### src/wdit_defines.svh
// Notes on behaviour
// - mode bit 0: interval timer, overflow interrupts
// - channel 0 mode 1: watchdog, selectable reset
// - channel 1 mode 1: watchdog, reset or nmi
// - channel 1 select bit picks reset or nmi
// - channel 1 select 0 gives nmi request
// - interval interrupt on every overflow, periodic
// - interval mode never raises nmi
// - watchdog reset overflow resets whole chip
// - watchdog overflow never raises interval interrupt
// - count sub-clock while sub-clock operates
`ifndef WDIT_DEFINES_SVH
`define WDIT_DEFINES_SVH

// register byte offsets
`define WDIT_OFS_CTRL0 4'h0
`define WDIT_OFS_COUNT0 4'h1
`define WDIT_OFS_CTRL1 4'h2
`define WDIT_OFS_COUNT1 4'h3
`define WDIT_OFS_STATUS 4'h4

// control/status field positions
`define WDIT_BIT_OVF 7
`define WDIT_BIT_MODE 6
`define WDIT_BIT_RUN 5
`define WDIT_BIT_SEL 4
`define WDIT_BIT_KIND 3
`define WDIT_CKS_HI 2
`define WDIT_CKS_LO 0

// status field positions
`define WDIT_BIT_WOVF0 0
`define WDIT_BIT_WOVF1 1

// reset values
`define WDIT_CTRL_RST 8'h00
`define WDIT_COUNT_RST 8'h00

// internal reset pulse: time in ns and derived cycles at 10 ns
`define WDIT_RST_TIME_NS 160
`define WDIT_CLK_NS 10
`define WDIT_RST_CYCLES ((`WDIT_RST_TIME_NS + `WDIT_CLK_NS - 1) / `WDIT_CLK_NS)

`endif

### src/wdit_pkg.sv
package wdit_pkg;

  // one channel control/status register
  typedef struct packed {
    logic ovf;       // counter_overflow_flag
    logic mode;      // timer_mode_select
    logic run;       // count enable
    logic sel;       // ch0 reset enable, ch1 reset/nmi select
    logic kind;      // ch0 reset kind, 1 = manual
    logic [2:0] cks; // prescaler tap select
  } wdit_ctrl_t;

  // internal reset request carrier
  typedef struct packed {
    logic req;
    logic manual;
  } wdit_rst_t;

  typedef enum logic [1:0] {
    WDIT_IDLE = 2'b00,
    WDIT_HOLD = 2'b01,
    WDIT_LAST = 2'b11
  } wdit_state_t;

endpackage : wdit_pkg

### src/wdit_counter.sv
`timescale 1ns/1ns
module wdit_counter #(
  parameter int W = 8
) (
  input wire logic clk,            // system clock
  input wire logic arst_n,         // async reset, active low
  input wire logic run,            // counting allowed
  input wire logic tick,           // one-cycle count enable
  input wire logic load,           // software write to counter
  input wire logic [W-1:0] load_val, // value to load
  output logic [W-1:0] count,      // current count
  output logic ovf                 // one-cycle overflow pulse
);

  logic [W-1:0] count_d;
  logic [W-1:0] count_q;
  logic ovf_d;
  logic ovf_q;

  // a load wins over a tick so software always sees its own value
  always_comb begin
    count_d = count_q;
    ovf_d = 1'b0;
    if (load) begin
      count_d = load_val;
    end else if (run && tick) begin
      count_d = count_q + {{(W-1){1'b0}}, 1'b1};
      ovf_d = &count_q;
    end
  end

  always_ff @(posedge clk or negedge arst_n) begin
    if (!arst_n) begin
      count_q <= '0;
      ovf_q <= 1'b0;
    end else begin
      count_q <= count_d;
      ovf_q <= ovf_d;
    end
  end

  assign count = count_q;
  assign ovf = ovf_q;

endmodule : wdit_counter

### src/wdit_timer.sv
`timescale 1ns/1ns
`include "wdit_defines.svh"
module wdit_timer #(
  parameter int CNT_W = 8,
  parameter int PRE_W = 16,
  parameter int RST_CYCLES = `WDIT_RST_CYCLES
) (
  input wire logic clk,               // system clock, 100 MHz
  input wire logic arst_n,            // async reset, active low
  input wire logic [3:0] addr,        // register byte address
  input wire logic [7:0] wdata,       // write data
  input wire logic wr_en,             // write strobe
  input wire logic rd_en,             // read strobe
  output logic [7:0] rdata,           // read data, cycle after strobe
  input wire logic sub_clk_active,    // sub-clock is the operating clock
  input wire logic sub_clk_tick,      // one pulse per sub-clock period
  output logic [1:0] interval_overflow_irq, // interval interrupt per channel
  output logic nmi_req,               // one-cycle nmi request
  output logic chip_reset,            // internal reset to whole chip
  output logic chip_reset_manual      // kind of that reset, 1 = manual
);

  localparam int NCH = 2;
  localparam logic [15:0] RST_LEN = RST_CYCLES[15:0];

  // register state
  wdit_pkg::wdit_ctrl_t ctrl_d [NCH];
  wdit_pkg::wdit_ctrl_t ctrl_q [NCH];
  logic [NCH-1:0] watchdog_overflow_flag_d;
  logic [NCH-1:0] watchdog_overflow_flag_q;
  logic [7:0] rdata_d;
  logic [7:0] rdata_q;

  // prescaler state
  logic [PRE_W-1:0] pre_d;
  logic [PRE_W-1:0] pre_q;
  logic base_tick;

  // channel wiring
  logic [NCH-1:0] ch_tick;
  logic [NCH-1:0] ch_load;
  logic [NCH-1:0] ch_ovf;
  logic [CNT_W-1:0] ch_count [NCH];
  logic [NCH-1:0] wr_ctrl;
  logic [NCH-1:0] rd_ctrl;
  logic [NCH-1:0] iv_evt;
  logic [NCH-1:0] wd_evt;

  // event outputs
  logic [NCH-1:0] irq_d;
  logic [NCH-1:0] irq_q;
  logic nmi_d;
  logic nmi_q;

  // reset sequencer
  wdit_pkg::wdit_state_t st_d;
  wdit_pkg::wdit_state_t st_q;
  logic [15:0] hold_d;
  logic [15:0] hold_q;
  wdit_pkg::wdit_rst_t rst_req;
  logic rst_out_d;
  logic rst_out_q;
  logic kind_d;
  logic kind_q;

  // base count rate follows the operating clock
  always_comb begin
    base_tick = sub_clk_active ? sub_clk_tick : 1'b1;
  end

  // free prescaler advances only on base ticks, so sub-clock taps stay exact
  always_comb begin
    pre_d = pre_q;
    if (base_tick) begin
      pre_d = pre_q + {{(PRE_W-1){1'b0}}, 1'b1};
    end
  end

  always_ff @(posedge clk or negedge arst_n) begin
    if (!arst_n) begin
      pre_q <= '0;
    end else begin
      pre_q <= pre_d;
    end
  end

  // tap n ticks when the low 2n+1 prescaler bits are all ones
  function automatic logic tap_hit(input logic [PRE_W-1:0] pre, input logic [2:0] cks);
    logic [PRE_W-1:0] mask;
    logic [4:0] width;
    mask = '0;
    width = {1'b0, cks, 1'b0} + 5'h01;
    for (int b = 0; b < PRE_W; b++) begin
      if (b < int'(width)) begin
        mask[b] = 1'b1;
      end
    end
    tap_hit = ((pre & mask) == mask);
  endfunction : tap_hit

  // per channel: decode, counter and event split
  for (genvar c = 0; c < NCH; c++) begin : g_ch
    always_comb begin
      wr_ctrl[c] = wr_en && (addr == (`WDIT_OFS_CTRL0 + 4'(2 * c)));
      rd_ctrl[c] = rd_en && (addr == (`WDIT_OFS_CTRL0 + 4'(2 * c)));
      ch_load[c] = wr_en && (addr == (`WDIT_OFS_COUNT0 + 4'(2 * c)));
      ch_tick[c] = base_tick && tap_hit(pre_q, ctrl_q[c].cks);
      iv_evt[c] = ch_ovf[c] && !ctrl_q[c].mode;
      wd_evt[c] = ch_ovf[c] && ctrl_q[c].mode;
    end

    wdit_counter #(
      .W(CNT_W)
    ) u_cnt (
      .clk(clk),
      .arst_n(arst_n),
      .run(ctrl_q[c].run),
      .tick(ch_tick[c]),
      .load(ch_load[c]),
      .load_val(wdata[CNT_W-1:0]),
      .count(ch_count[c]),
      .ovf(ch_ovf[c])
    );

    // control register: flag writes only clear, hardware set wins
    always_comb begin
      ctrl_d[c] = ctrl_q[c];
      if (wr_ctrl[c]) begin
        ctrl_d[c].mode = wdata[`WDIT_BIT_MODE];
        ctrl_d[c].run = wdata[`WDIT_BIT_RUN];
        ctrl_d[c].sel = wdata[`WDIT_BIT_SEL];
        ctrl_d[c].kind = (c == 0) ? wdata[`WDIT_BIT_KIND] : 1'b0;
        ctrl_d[c].cks = wdata[`WDIT_CKS_HI:`WDIT_CKS_LO];
        if (!wdata[`WDIT_BIT_OVF]) begin
          ctrl_d[c].ovf = 1'b0;
        end
      end
      if (iv_evt[c]) begin
        ctrl_d[c].ovf = 1'b1;
      end
    end

    always_ff @(posedge clk or negedge arst_n) begin
      if (!arst_n) begin
        ctrl_q[c] <= `WDIT_CTRL_RST;
      end else begin
        ctrl_q[c] <= ctrl_d[c];
      end
    end

    // watchdog flag lives apart from the interval flag
    always_comb begin
      watchdog_overflow_flag_d[c] = watchdog_overflow_flag_q[c];
      if (wr_en && (addr == `WDIT_OFS_STATUS) && !wdata[c]) begin
        watchdog_overflow_flag_d[c] = 1'b0;
      end
      if (wd_evt[c]) begin
        watchdog_overflow_flag_d[c] = 1'b1;
      end
    end

    // interval interrupt follows the flag, never a watchdog overflow
    always_comb begin
      irq_d[c] = ctrl_d[c].ovf && !ctrl_d[c].mode;
    end
  end

  always_ff @(posedge clk or negedge arst_n) begin
    if (!arst_n) begin
      watchdog_overflow_flag_q <= '0;
      irq_q <= '0;
    end else begin
      watchdog_overflow_flag_q <= watchdog_overflow_flag_d;
      irq_q <= irq_d;
    end
  end

  // watchdog consequences; only channel 1 may ask for nmi
  always_comb begin
    nmi_d = wd_evt[1] && !ctrl_q[1].sel;
    rst_req.req = 1'b0;
    rst_req.manual = 1'b0;
    if (wd_evt[1] && ctrl_q[1].sel) begin
      rst_req.req = 1'b1;
      rst_req.manual = 1'b0;
    end
    if (wd_evt[0] && ctrl_q[0].sel) begin
      rst_req.req = 1'b1;
      rst_req.manual = ctrl_q[0].kind;
    end
  end

  always_ff @(posedge clk or negedge arst_n) begin
    if (!arst_n) begin
      nmi_q <= 1'b0;
    end else begin
      nmi_q <= nmi_d;
    end
  end

  // reset pulse sequencer; a new request during the pulse is absorbed
  // because the chip is being reset anyway
  always_comb begin
    st_d = st_q;
    hold_d = hold_q;
    rst_out_d = rst_out_q;
    kind_d = kind_q;
    unique case (st_q)
      wdit_pkg::WDIT_IDLE: begin
        if (rst_req.req) begin
          st_d = (RST_LEN > 16'h0001) ? wdit_pkg::WDIT_HOLD : wdit_pkg::WDIT_LAST;
          hold_d = RST_LEN - 16'h0001;
          rst_out_d = 1'b1;
          kind_d = rst_req.manual;
        end
      end
      wdit_pkg::WDIT_HOLD: begin
        hold_d = hold_q - 16'h0001;
        // hold counts RST_LEN-1 cycles down to 1, then LAST adds the final cycle
        if (hold_q <= 16'h0001) begin
          st_d = wdit_pkg::WDIT_LAST;
        end
      end
      wdit_pkg::WDIT_LAST: begin
        st_d = wdit_pkg::WDIT_IDLE;
        hold_d = 16'h0000;
        rst_out_d = 1'b0;
      end
      default: begin
        st_d = wdit_pkg::WDIT_IDLE;
        rst_out_d = 1'b0;
      end
    endcase
  end

  always_ff @(posedge clk or negedge arst_n) begin
    if (!arst_n) begin
      st_q <= wdit_pkg::WDIT_IDLE;
      hold_q <= 16'h0000;
      rst_out_q <= 1'b0;
      kind_q <= 1'b0;
    end else begin
      st_q <= st_d;
      hold_q <= hold_d;
      rst_out_q <= rst_out_d;
      kind_q <= kind_d;
    end
  end

  // read mux; unmapped addresses read as zero
  always_comb begin
    rdata_d = 8'h00;
    if (rd_en) begin
      unique case (addr)
        `WDIT_OFS_CTRL0: rdata_d = ctrl_q[0];
        `WDIT_OFS_COUNT0: rdata_d = 8'(ch_count[0]);
        `WDIT_OFS_CTRL1: rdata_d = ctrl_q[1];
        `WDIT_OFS_COUNT1: rdata_d = 8'(ch_count[1]);
        `WDIT_OFS_STATUS: rdata_d = {6'h00, watchdog_overflow_flag_q};
        default: rdata_d = 8'h00;
      endcase
    end
  end

  always_ff @(posedge clk or negedge arst_n) begin
    if (!arst_n) begin
      rdata_q <= 8'h00;
    end else begin
      rdata_q <= rdata_d;
    end
  end

  // every output straight from a flop
  assign rdata = rdata_q;
  assign interval_overflow_irq = irq_q;
  assign nmi_req = nmi_q;
  assign chip_reset = rst_out_q;
  assign chip_reset_manual = kind_q;

endmodule : wdit_timer

### config.mk
export PLATFORM = sky130hd
export DESIGN_NAME = wdit_timer
export DESIGN_NICKNAME = d
export VERILOG_FILES = /design/src/wdit_pkg.sv /design/src/wdit_counter.sv /design/src/wdit_timer.sv
export VERILOG_INCLUDE_DIRS = /design/src
export SDC_FILE = /design/constraint.sdc
export NUM_CORES = 1
export LEC_CHECK = 0
export BUFFER_PORTS_ARGS = -buffer_cell sky130_fd_sc_hd__buf_2
export CAP_MARGIN = 5
export CORE_ASPECT_RATIO = 1.4
export CORE_MARGIN = 4
export CORE_UTILIZATION = 50
export DETAILED_ROUTE_END_ITERATION = 16
export PLACE_DENSITY = 0.76
export SYNTH_ARGS = -nofsm -noshare
export SYNTH_HDL_FRONTEND = slang
export SYNTH_SLANG_ARGS = --single-unit
### constraint.sdc
create_clock -name clk -period 4.22 [get_ports clk]
set_clock_uncertainty 0.05 [all_clocks]
set_input_delay 0 -clock clk [delete_from_list [all_inputs] [get_ports clk]]
set_output_delay 0 -clock clk [all_outputs]
set_load 0.1 [all_outputs]
=== Yosys cells after proc, flatten, opt, wreduce, memory -nomap -nowiden ===
Index checks and enable logic that the tools add are counted.

* Register bits after elaboration: 82
* Word-level logic and storage cells: 179
* Output and inout port bits: 13

* Multiplexer cells: 62
* Bitwise logic cells: 3
* Equality and inequality tests: 10
* Add/sub/neg operators: 6
* Reduce and logical (&&, ||, !) cells: 40
* Magnitude comparators: 33

{| class="wikitable"
|+ Operator list
! operator !! number
|-
| 4-bit by 5-bit < comparator with 1-bit output (first input constant) || 16
|-
| 8-bit 2-to-1 mux || 7
|-
| 16-bit case mux with 3 select lines || 1
|-
| 1-bit 2-to-1 mux || 46
|-
| 3-bit by 5-bit < comparator with 1-bit output (first input constant) || 8
|-
| 8-bit case mux with 5 select lines || 1
|-
| 16-bit AND || 2
|-
| 16-bit == test || 2
|-
| 1-bit logical AND || 20
|-
| 1-bit by 5-bit < comparator with 1-bit output (first input constant) || 4
|-
| 2-bit by 5-bit < comparator with 1-bit output (first input constant) || 4
|-
| 16-bit by 1-bit adder with 16-bit output (second input constant) || 1
|-
| 8-bit by 1-bit adder with 8-bit output (second input constant) || 2
|-
| 16-bit by 1-bit less-or-equal comparator with 1-bit output (second input constant) || 1
|-
| 16-bit 2-to-1 mux || 1
|-
| 8-bit AND reduction || 2
|-
| 16-bit by 1-bit subtractor with 16-bit output (second input constant) || 1
|-
| 4-bit by 1-bit adder with 5-bit output (second input constant) || 2
|-
| 4-bit by 2-bit == test with 1-bit output (second input constant) || 2
|-
| 2-bit 2-to-1 mux || 4
|-
| 2-bit AND reduction || 4
|-
| 2-bit nonzero test || 4
|-
| 1-bit logical NOT || 7
|-
| 4-bit by 1-bit == test with 1-bit output (second input constant) || 1
|-
| other kinds (10) || 11
|}

=== Logic depth before layout (Yosys ltp) ===
Gate-level depths: netlist of the first run.

* Word-level depth: 9
* Depth in mapped cells: 7

=== Cells and area by module ===
From an unflattened synthesis of the first run, not the netlist that was laid out.

* Cell total of the unflattened synthesis: 406
* Area total of the unflattened synthesis: 4,142.7 sq um

{| class="wikitable"
|+ By module, submodules not included
! module !! area each (sq um) !! cells an instance !! times used
|-
| wdit_timer || 3,186.8 || 302 || 1
|-
| wdit_counter || 478.0 || 52 || 2
|}

=== Worst setup path before layout of the first run ===
OpenSTA, ideal clock, no wires.

* Path kind: register to register
* Start: register ctrl_q[1] in the netlist's numbering
* End: register g_ch[1].u_cnt.count_q[3]
* Required time: 4.045 ns
* Stages on the path, launching flop included: 7
* Clock period less this slack: 1.962 ns
* Setup time: 0.125 ns
* Buffers on the path: 1
* Setup slack: 2.258 ns
* Arrival time: 1.787 ns
* Cells stage by stage: dfrtp_1 -> o2bb2ai_1 -> nand2_1 -> or4_4 -> buf_6 -> nor3_4 -> mux2_2

* Word-level cells in the longest chain between the ends: 8

{| class="wikitable"
|+ RTL lines
! element !! line !! source
|-
| start: declaration || wdit_timer.sv:28 || <nowiki>wdit_pkg::wdit_ctrl_t ctrl_q [NCH];</nowiki>
|-
| start signal: indexed assignment || wdit_timer.sv:145 || <nowiki>ctrl_q[c] <= `WDIT_CTRL_RST;</nowiki>
|-
| start signal: indexed assignment || wdit_timer.sv:147 || <nowiki>ctrl_q[c] <= ctrl_d[c];</nowiki>
|-
| 4-bit by 1-bit adder with 5-bit output * || wdit_timer.sv:92 || <nowiki>width = {1'b0, cks, 1'b0} + 5'h01;</nowiki>
|-
| 1-bit by 5-bit < comparator with 1-bit output, or another cell as far along || wdit_timer.sv:94 || <nowiki>if (b < int'(width)) begin</nowiki>
|-
| 1-bit 2-to-1 mux || wdit_timer.sv:94 ||
|-
| 16-bit AND || wdit_timer.sv:98 || <nowiki>tap_hit = ((pre & mask) == mask);</nowiki>
|-
| 16-bit == test * || wdit_timer.sv:98 ||
|-
| 1-bit logical AND * || wdit_timer.sv:107 || <nowiki>ch_tick[c] = base_tick && tap_hit(pre_q, ctrl_q[c].cks);</nowiki>
|-
| 1-bit logical AND * || wdit_counter.sv:26 || <nowiki>end else if (run && tick) begin</nowiki>
|-
| 2-bit nonzero test (no line) * || -- ||
|-
| end signal: assignment || wdit_counter.sv:37 || <nowiki>count_q <= count_d;</nowiki>
|-
| end: declaration || wdit_counter.sv:16 || <nowiki>logic [W-1:0] count_q;</nowiki>
|}

Mark *: on every way between the ends. The rest lies on a longest branch, timed or not.
A chain may end at the register's enable or synchronous reset.

=== Worst setup path in the final report of the first run ===
* Start: register ctrl_q[8] in the netlist's numbering
* End: register g_ch[0].u_cnt.count_q[3]

* Word-level cells in the longest chain between the ends: 8

{| class="wikitable"
|+ RTL lines
! element !! line
|-
| 4-bit by 1-bit adder with 5-bit output * || wdit_timer.sv:92
|-
| 1-bit by 5-bit < comparator with 1-bit output, or another cell as far along || wdit_timer.sv:94
|-
| 1-bit 2-to-1 mux || wdit_timer.sv:94
|-
| 16-bit AND || wdit_timer.sv:98
|-
| 16-bit == test * || wdit_timer.sv:98
|-
| 1-bit logical AND * || wdit_timer.sv:107
|-
| 1-bit logical AND * || wdit_counter.sv:26
|-
| 2-bit nonzero test (no line) * || --
|-
| end signal: assignment || wdit_counter.sv:37
|-
| end: declaration || wdit_counter.sv:16
|}

Marks and branches as above.

==> metrics, run 1 <==
leakage 2.17 nW; area leader, netlist dfrtp_1; Vias/cell 6.21; HP Class in -> reg; DRC viols 0; status completed; max frequency around 480 MHz; Max H-tree Level 3; VDD IR max 0.335 mV; GRT overflow 0; Die Wd 85.6 um; nature of the critical path startpoint flop; final hold vios 0; main area contributors after synthesis dfrtp_1 48%, nand2_1 5.8%, a21oi_1 3.4%; pwr/cell area 509 nW/um2; Post-Syn Nets 467; synth unique cells 56; antenna violations before repair 0; Period minus WS final 2.09 ns; top sig layer met4; TNS Setup 0 ns; drt pass-1 iters 5; Worst setup EP type flop; Final setup viols 0; clock sinks 81; worst setup path category reg -> reg; Comb pwr share 0.213; Slew headroom 0.315; Die Y-Extent 117 um; Synth top area share 0.480; CTS tree yes; number of flops mapped to enable cells by yosys 0; Initial Util 0.515; Reg-to-Reg Start ctrl_q[8]; die area 10000 um2; Core Rows 39; Worst Tran Pin Value 1.03 ns; worst path cell trace nand3b_1, a21oi_1, o211ai_1, nor3_1, mux2_2; sw frac 0.322; register bit total from synthesis 81; clk_lat worst skew 0.34 ns; Flop pwr share 0.442; Post-DP HPWL 7170 um; setup slack, reg-to-reg 2.13 ns; vias after detailed routing 3,650; n_diodes 0; period utilisation layout 0.495; sequential share of the synthesized area 0.480; internal power 1.68 mW; post-layout util 0.596; Worst Path Required ~4.4 ns; initial DRC count 280; number of post-CTS setup repair buffers 0; sw power 799 uW; hold worst-path end pre_q[1]; WL per Instance 17.7 um; Metal-1 WL about 4300 um; GRT Util Overall 0.222; hold path cells 3; Critical Path Fanout Max 7; core box area 8200 um2; post-route ant nets 0; Ys Warns 0; Num CTS Buffers 9; ys async rst share 1.00; worst path arrival time 2.27 ns; Root Driver clkbuf_16; DP Area 4440 um2; Slew Viols, Final 0; IO Count 31; placed cells 561; # nets final 504; RSZ-0062 raised after global routing no; area delta synth->final 15.7%; share of layout cells above drive strength 1 0.121; CTS clk-pin slew, worst paths around 0.060 ns; most common flop cell mapped by yosys dfrtp_1; worst reg2reg endpoint g_ch[0].u_cnt.count[3]; R2R depth 5; critical path's slowest cell nor3_1; vias in the first global route about 3,600; Clk pwr share 0.344; synthesized area per cell ~9.5 um2; largest net degree at the start of global routing 82; Netlist Area Pre-Place ~4200 um2; # port buffers 30; Non-Filler Instances 588; GPL Wtd Cong 0.884; met2 WL 5180 um; cell count after synthesis between 400 and 500; clock buffer depth 2; hold_ws 0.0286 ns; Min-Delay Startpoint sub_clk_tick; WL final 10,400 um; Max stage delay on crit path 0.51 ns; met3 wire length 612 um; cell area after layout approximately 5000 um2; max capacitance violation total 0; first-pass GRT wire length 17,600 um
[worst max-delay path by stage]
stage / slack, ns / from / cells after the start / end
2_1_floorplan: 2.26 / ctrl_q[1] / 6 / g_ch[1].u_cnt.count[3]
3_3_place_gp: 2.23 / ctrl_q[1] / 5 / g_ch[1].u_cnt.count[3]
3_5_place_dp: 2.16 / ctrl_q[8] / 5 / g_ch[0].u_cnt.count[3]
4_1_cts: 2.15 / ctrl_q[8] / 5 / g_ch[0].u_cnt.count[3]
5_1_grt: 1.96 / pre_q[9] / 5 / g_ch[0].u_cnt.count[3]
6_report: 2.13 / ctrl_q[8] / 5 / g_ch[0].u_cnt.count[3]
[metal layers]
metal / GRT usage / vias to the layer above
li1: - / 1697
met1: 0.271 / 1784
met2: 0.384 / 141
met3: 0.0381 / 28
met4: 0.101 / 0
met5: 0 / -
[area by class of cell]
| type | instances | area (um2) |
|---|---|---|
| fill | 701 | 3310 |
| multi-input combinational | 337 | 2090 |
| sequential | 81 | 2030 |
| timing repair buffer | 43 | 278 |
| clock buffer | 11 | 253 |
| tap | 102 | 128 |
| clock inverter | 5 | 77.6 |
| inverter | 9 | 33.8 |
[Yosys cell counts (7+ instances only)]
library cell and instances:
nand2_1 65, mux2_1 11, a222oi_1 8, nor2_1 37, o21ai_1 21, nor3_1 10, nand4_1 9, a21oi_1 29
clkbuf_1 15, o21ai_0 13, nand3_1 15, dfrtp_1 81, and3_1 7, xnor2_1 15, inv_1 9
[cells in the final DEF, fill, tap and decap left out, drive strengths merged, types with 3 or more instances in the layout]
master,Yosys,layout
and3,8,8
nor2b,3,3
mux2i,6,6
mux2,14,14
and2,3,3
nand2b,3,3
inv,9,9
ha,5,5
clkbuf,15,11
buf,2,32
nand4,9,9
nand2,65,65
o41ai,4,4
o21ai,34,34
nor2,37,37
o21a,3,3
nor4,5,5
dfrtp,81,81
a311o,3,3
xor2,6,6
o2bb2ai,3,3
nor3,11,11
and4,4,4
xnor2,15,15
o22ai,4,4
o211ai,3,3
a21oi,29,29
nand3,15,15
dlygate4sd3,0,11
a31oi,6,6
a222oi,8,8
or4,7,7
o31ai,3,3
nor4b,3,3
[cell families after synthesis]
group,Yosys count,synth area share
xor gates and xnor gates,21,0.0436
buffers and inverters,26,0.0252
muxes,20,0.0516
DFF,81,0.480
adders and majority gates,5,0.0148
and+or+nand+nor,179,0.215
AOI/OAI and AO/OA,112,0.170
[metrics by stage]
stage	setup slack, ns	power, mW
after floorplan	2.26	1.47
after global placement	2.23	1.60
after detailed placement	2.16	1.63
after CTS	2.15	2.49
after global routing	1.96	2.62
final	2.13	2.48
[worst max-delay path, delay by kind of cell (launching register included)]
family / cells / cell delay [ns]
DFF: 1 / 0.43
muxes: 1 / 0.39
AOI/OAI and AO/OA: 2 / 0.43
and+or+nand+nor: 2 / 0.69
[flip-flops by register name, indices dropped and copies added (netlist names)]
signal and flops:
g_ch.u_cnt.ovf 2, watchdog_overflow_flag_q 2, interval_overflow_irq 2, ctrl_q 15
nmi_req 1, st_q 2, chip_reset 1, pre_q 15
chip_reset_manual 1, hold_q 16, g_ch.u_cnt.count 16, rdata 8
[power groups by stage]
stage,Combinational [mW],Sequential [mW],Clock (mW)
floorplan,0.392,1.08,0
global placement,0.499,1.10,0
detailed placement,0.519,1.11,0
CTS,0.532,1.10,0.865
global route,0.602,1.12,0.895
finish,0.530,1.10,0.855
[what timing repair did]
action / 4_1_cts / 5_1_grt
hold buffers: 11 / 0
hold endpoints to repair: 109 / 0
gates resized for setup: 0 / 0
Note: power is estimated with default switching activity, not from simulation.
==> run 2, diff against run 1 <==
Settings changed: PLACE_DENSITY 0.76 to 0.79.
Clock period 4.22 ns to 1.8 ns, I/O delays scaled along.
==> metrics, run 2 (synthesized netlist as in run 1, its figures left out) <==
Min-Delay Startpoint sub_clk_active; antenna violations before repair 0; post-layout util 0.684; worst path arrival time 2.16 ns; Setup WS post-layout -0.152 ns; IO Count 31; max capacitance violation total 0; Clk pwr share 0.276; share of layout cells above drive strength 1 0.289; Post-DP HPWL slightly above 8000 um; Core Rows 39; GRT Util Overall 0.248; Pwr Total around 6.0 mW; met3 wire length 644 um; Slew headroom 0.614; worst reg2reg endpoint g_ch[1].u_cnt.count[2]; internal power 4.00 mW; final hold vios 0; Metal-1 WL 4820 um; Final setup viols 18; DRC viols 0; Root Driver clkbuf_16; CTS clk-pin slew, worst paths roughly 0.060 ns; n_diodes 0; hold path cells 3; worst setup path category reg -> reg; FILL cells 605; initial DRC count 334; period utilisation layout 1.08; first-pass GRT wire length slightly below 20,000 um; vias after detailed routing ~4,100; Storage cell area 2030 um2; leakage 2.55 nW; top sig layer met4; clock buffer depth 2; max frequency around 510 MHz; most common cell after layout, fill and taps aside dfrtp_1; violated checks setup timing; Worst setup EP type flop; Vias/cell 6.26; TNS Setup -0.986 ns; pwr/cell area 1080 nW/um2; VDD IR max 0.833 mV; clock sinks 81; # nets final 573; Worst Tran Pin Value 0.577 ns; Critical Path Fanout Max 7; nature of the critical path startpoint flop; dpl ws -0.110 ns; RSZ-0062 raised after global routing yes; Reg-to-Reg Start ctrl_q[1]; area delta synth->final 32.8%; core box area 8200 um2; hold worst-path end pre_q[1]; status complete, but fails checks; GRT overflow 0; Die Wd 85.6 um; CTS tree yes; setup slack, reg-to-reg -0.15 ns; # port buffers 30; met2 WL 6470 um; vias in the first global route 4,020; area of the multi-input gates around 2300 um2; largest net degree at the start of global routing 82; clk_lat worst skew 0.34 ns; most frequent cells in the layout 80 x dfrtp_1, 65 x nand2_1, 63 x buf_4; Die Y-Extent ~120 um; Num CTS Buffers 9; Flop pwr share 0.419; die area 10000 um2; Period minus WS final 1.95 ns; GPL Wtd Cong 0.929; WL final 12,500 um; sw power 2.04 mW; Comb pwr share 0.305; HP Class in -> reg; drt pass-1 iters 6; WL per Instance 19.0 um; Slew Viols, Final 0; Initial Util 0.515; Max H-tree Level 3; post-route ant nets 0; sw frac 0.338; hold_ws 0.0168 ns; R2R depth 5; Worst Path Required 2.01 ns
## run 2: stage by stage
| stage | cell area (um2) | cells |
|---|---|---|
| 6_report | 5600 | 655 |
| 5_1_grt | 5600 | 655 |
| 4_1_cts | 5330 | 644 |
| 3_5_place_dp | 4890 | 617 |
| 3_3_place_gp | 4890 | 617 |
| 2_1_floorplan | 4230 | 444 |
## run 2: worst max path at each step
stage	startpoint	endpoint	slack (ns)	depth (start not counted)
after floorplan	ctrl_q[1]	g_ch[1].u_cnt.count[2]	-0.08	6
after global placement	ctrl_q[1]	g_ch[1].u_cnt.count[2]	-0.04	5
after CTS	ctrl_q[1]	g_ch[1].u_cnt.count[2]	-0.12	5
final	ctrl_q[1]	g_ch[1].u_cnt.count[2]	-0.15	5
after global routing	ctrl_q[1]	g_ch[1].u_cnt.count[2]	-0.20	5
after detailed placement	ctrl_q[1]	g_ch[1].u_cnt.count[2]	-0.11	5
## run 2: area by class of cell
type / count / share of cell area
tap: 102 / 0.0228
clock buffer: 11 / 0.0451
inverter: 9 / 0.00603
timing repair buffer: 112 / 0.150
clock inverter: 3 / 0.00313
multi-input combinational: 337 / 0.411
sequential: 81 / 0.362
## run 2: per-layer routing
metal,track usage,vias to the layer above
met5,0,-
met4,0.131,0
met3,0.0536,48
met2,0.440,170
met1,0.277,2036
li1,-,1844
## run 2: critical path, cell delays in order, from the launching register on
cell and delay, ns:
dfrtp_2 0.44, nor2_2 0.14, a21oi_2 0.05, or4_4 0.57, or4_1 0.44, a31oi_1 0.18
## run 2: power groups by stage
stage / registers, mW / clock network (mW) / logic [mW]
after floorplan: 2.52 / 0 / 0.929
after global placement: 2.51 / 0 / 1.46
after global routing: 2.56 / 1.78 / 2.01
after detailed placement: 2.52 / 0 / 1.53
final: 2.53 / 1.67 / 1.85
after CTS: 2.49 / 1.69 / 1.60
## run 2: what timing repair did
action	4_1_cts	5_1_grt
hold buffers	11	0
endpoints found under the hold margin	108	0
buffers inserted	2	11
pin swaps	4	15
gates resized for setup	12	42
endpoints found under the setup margin	10	27
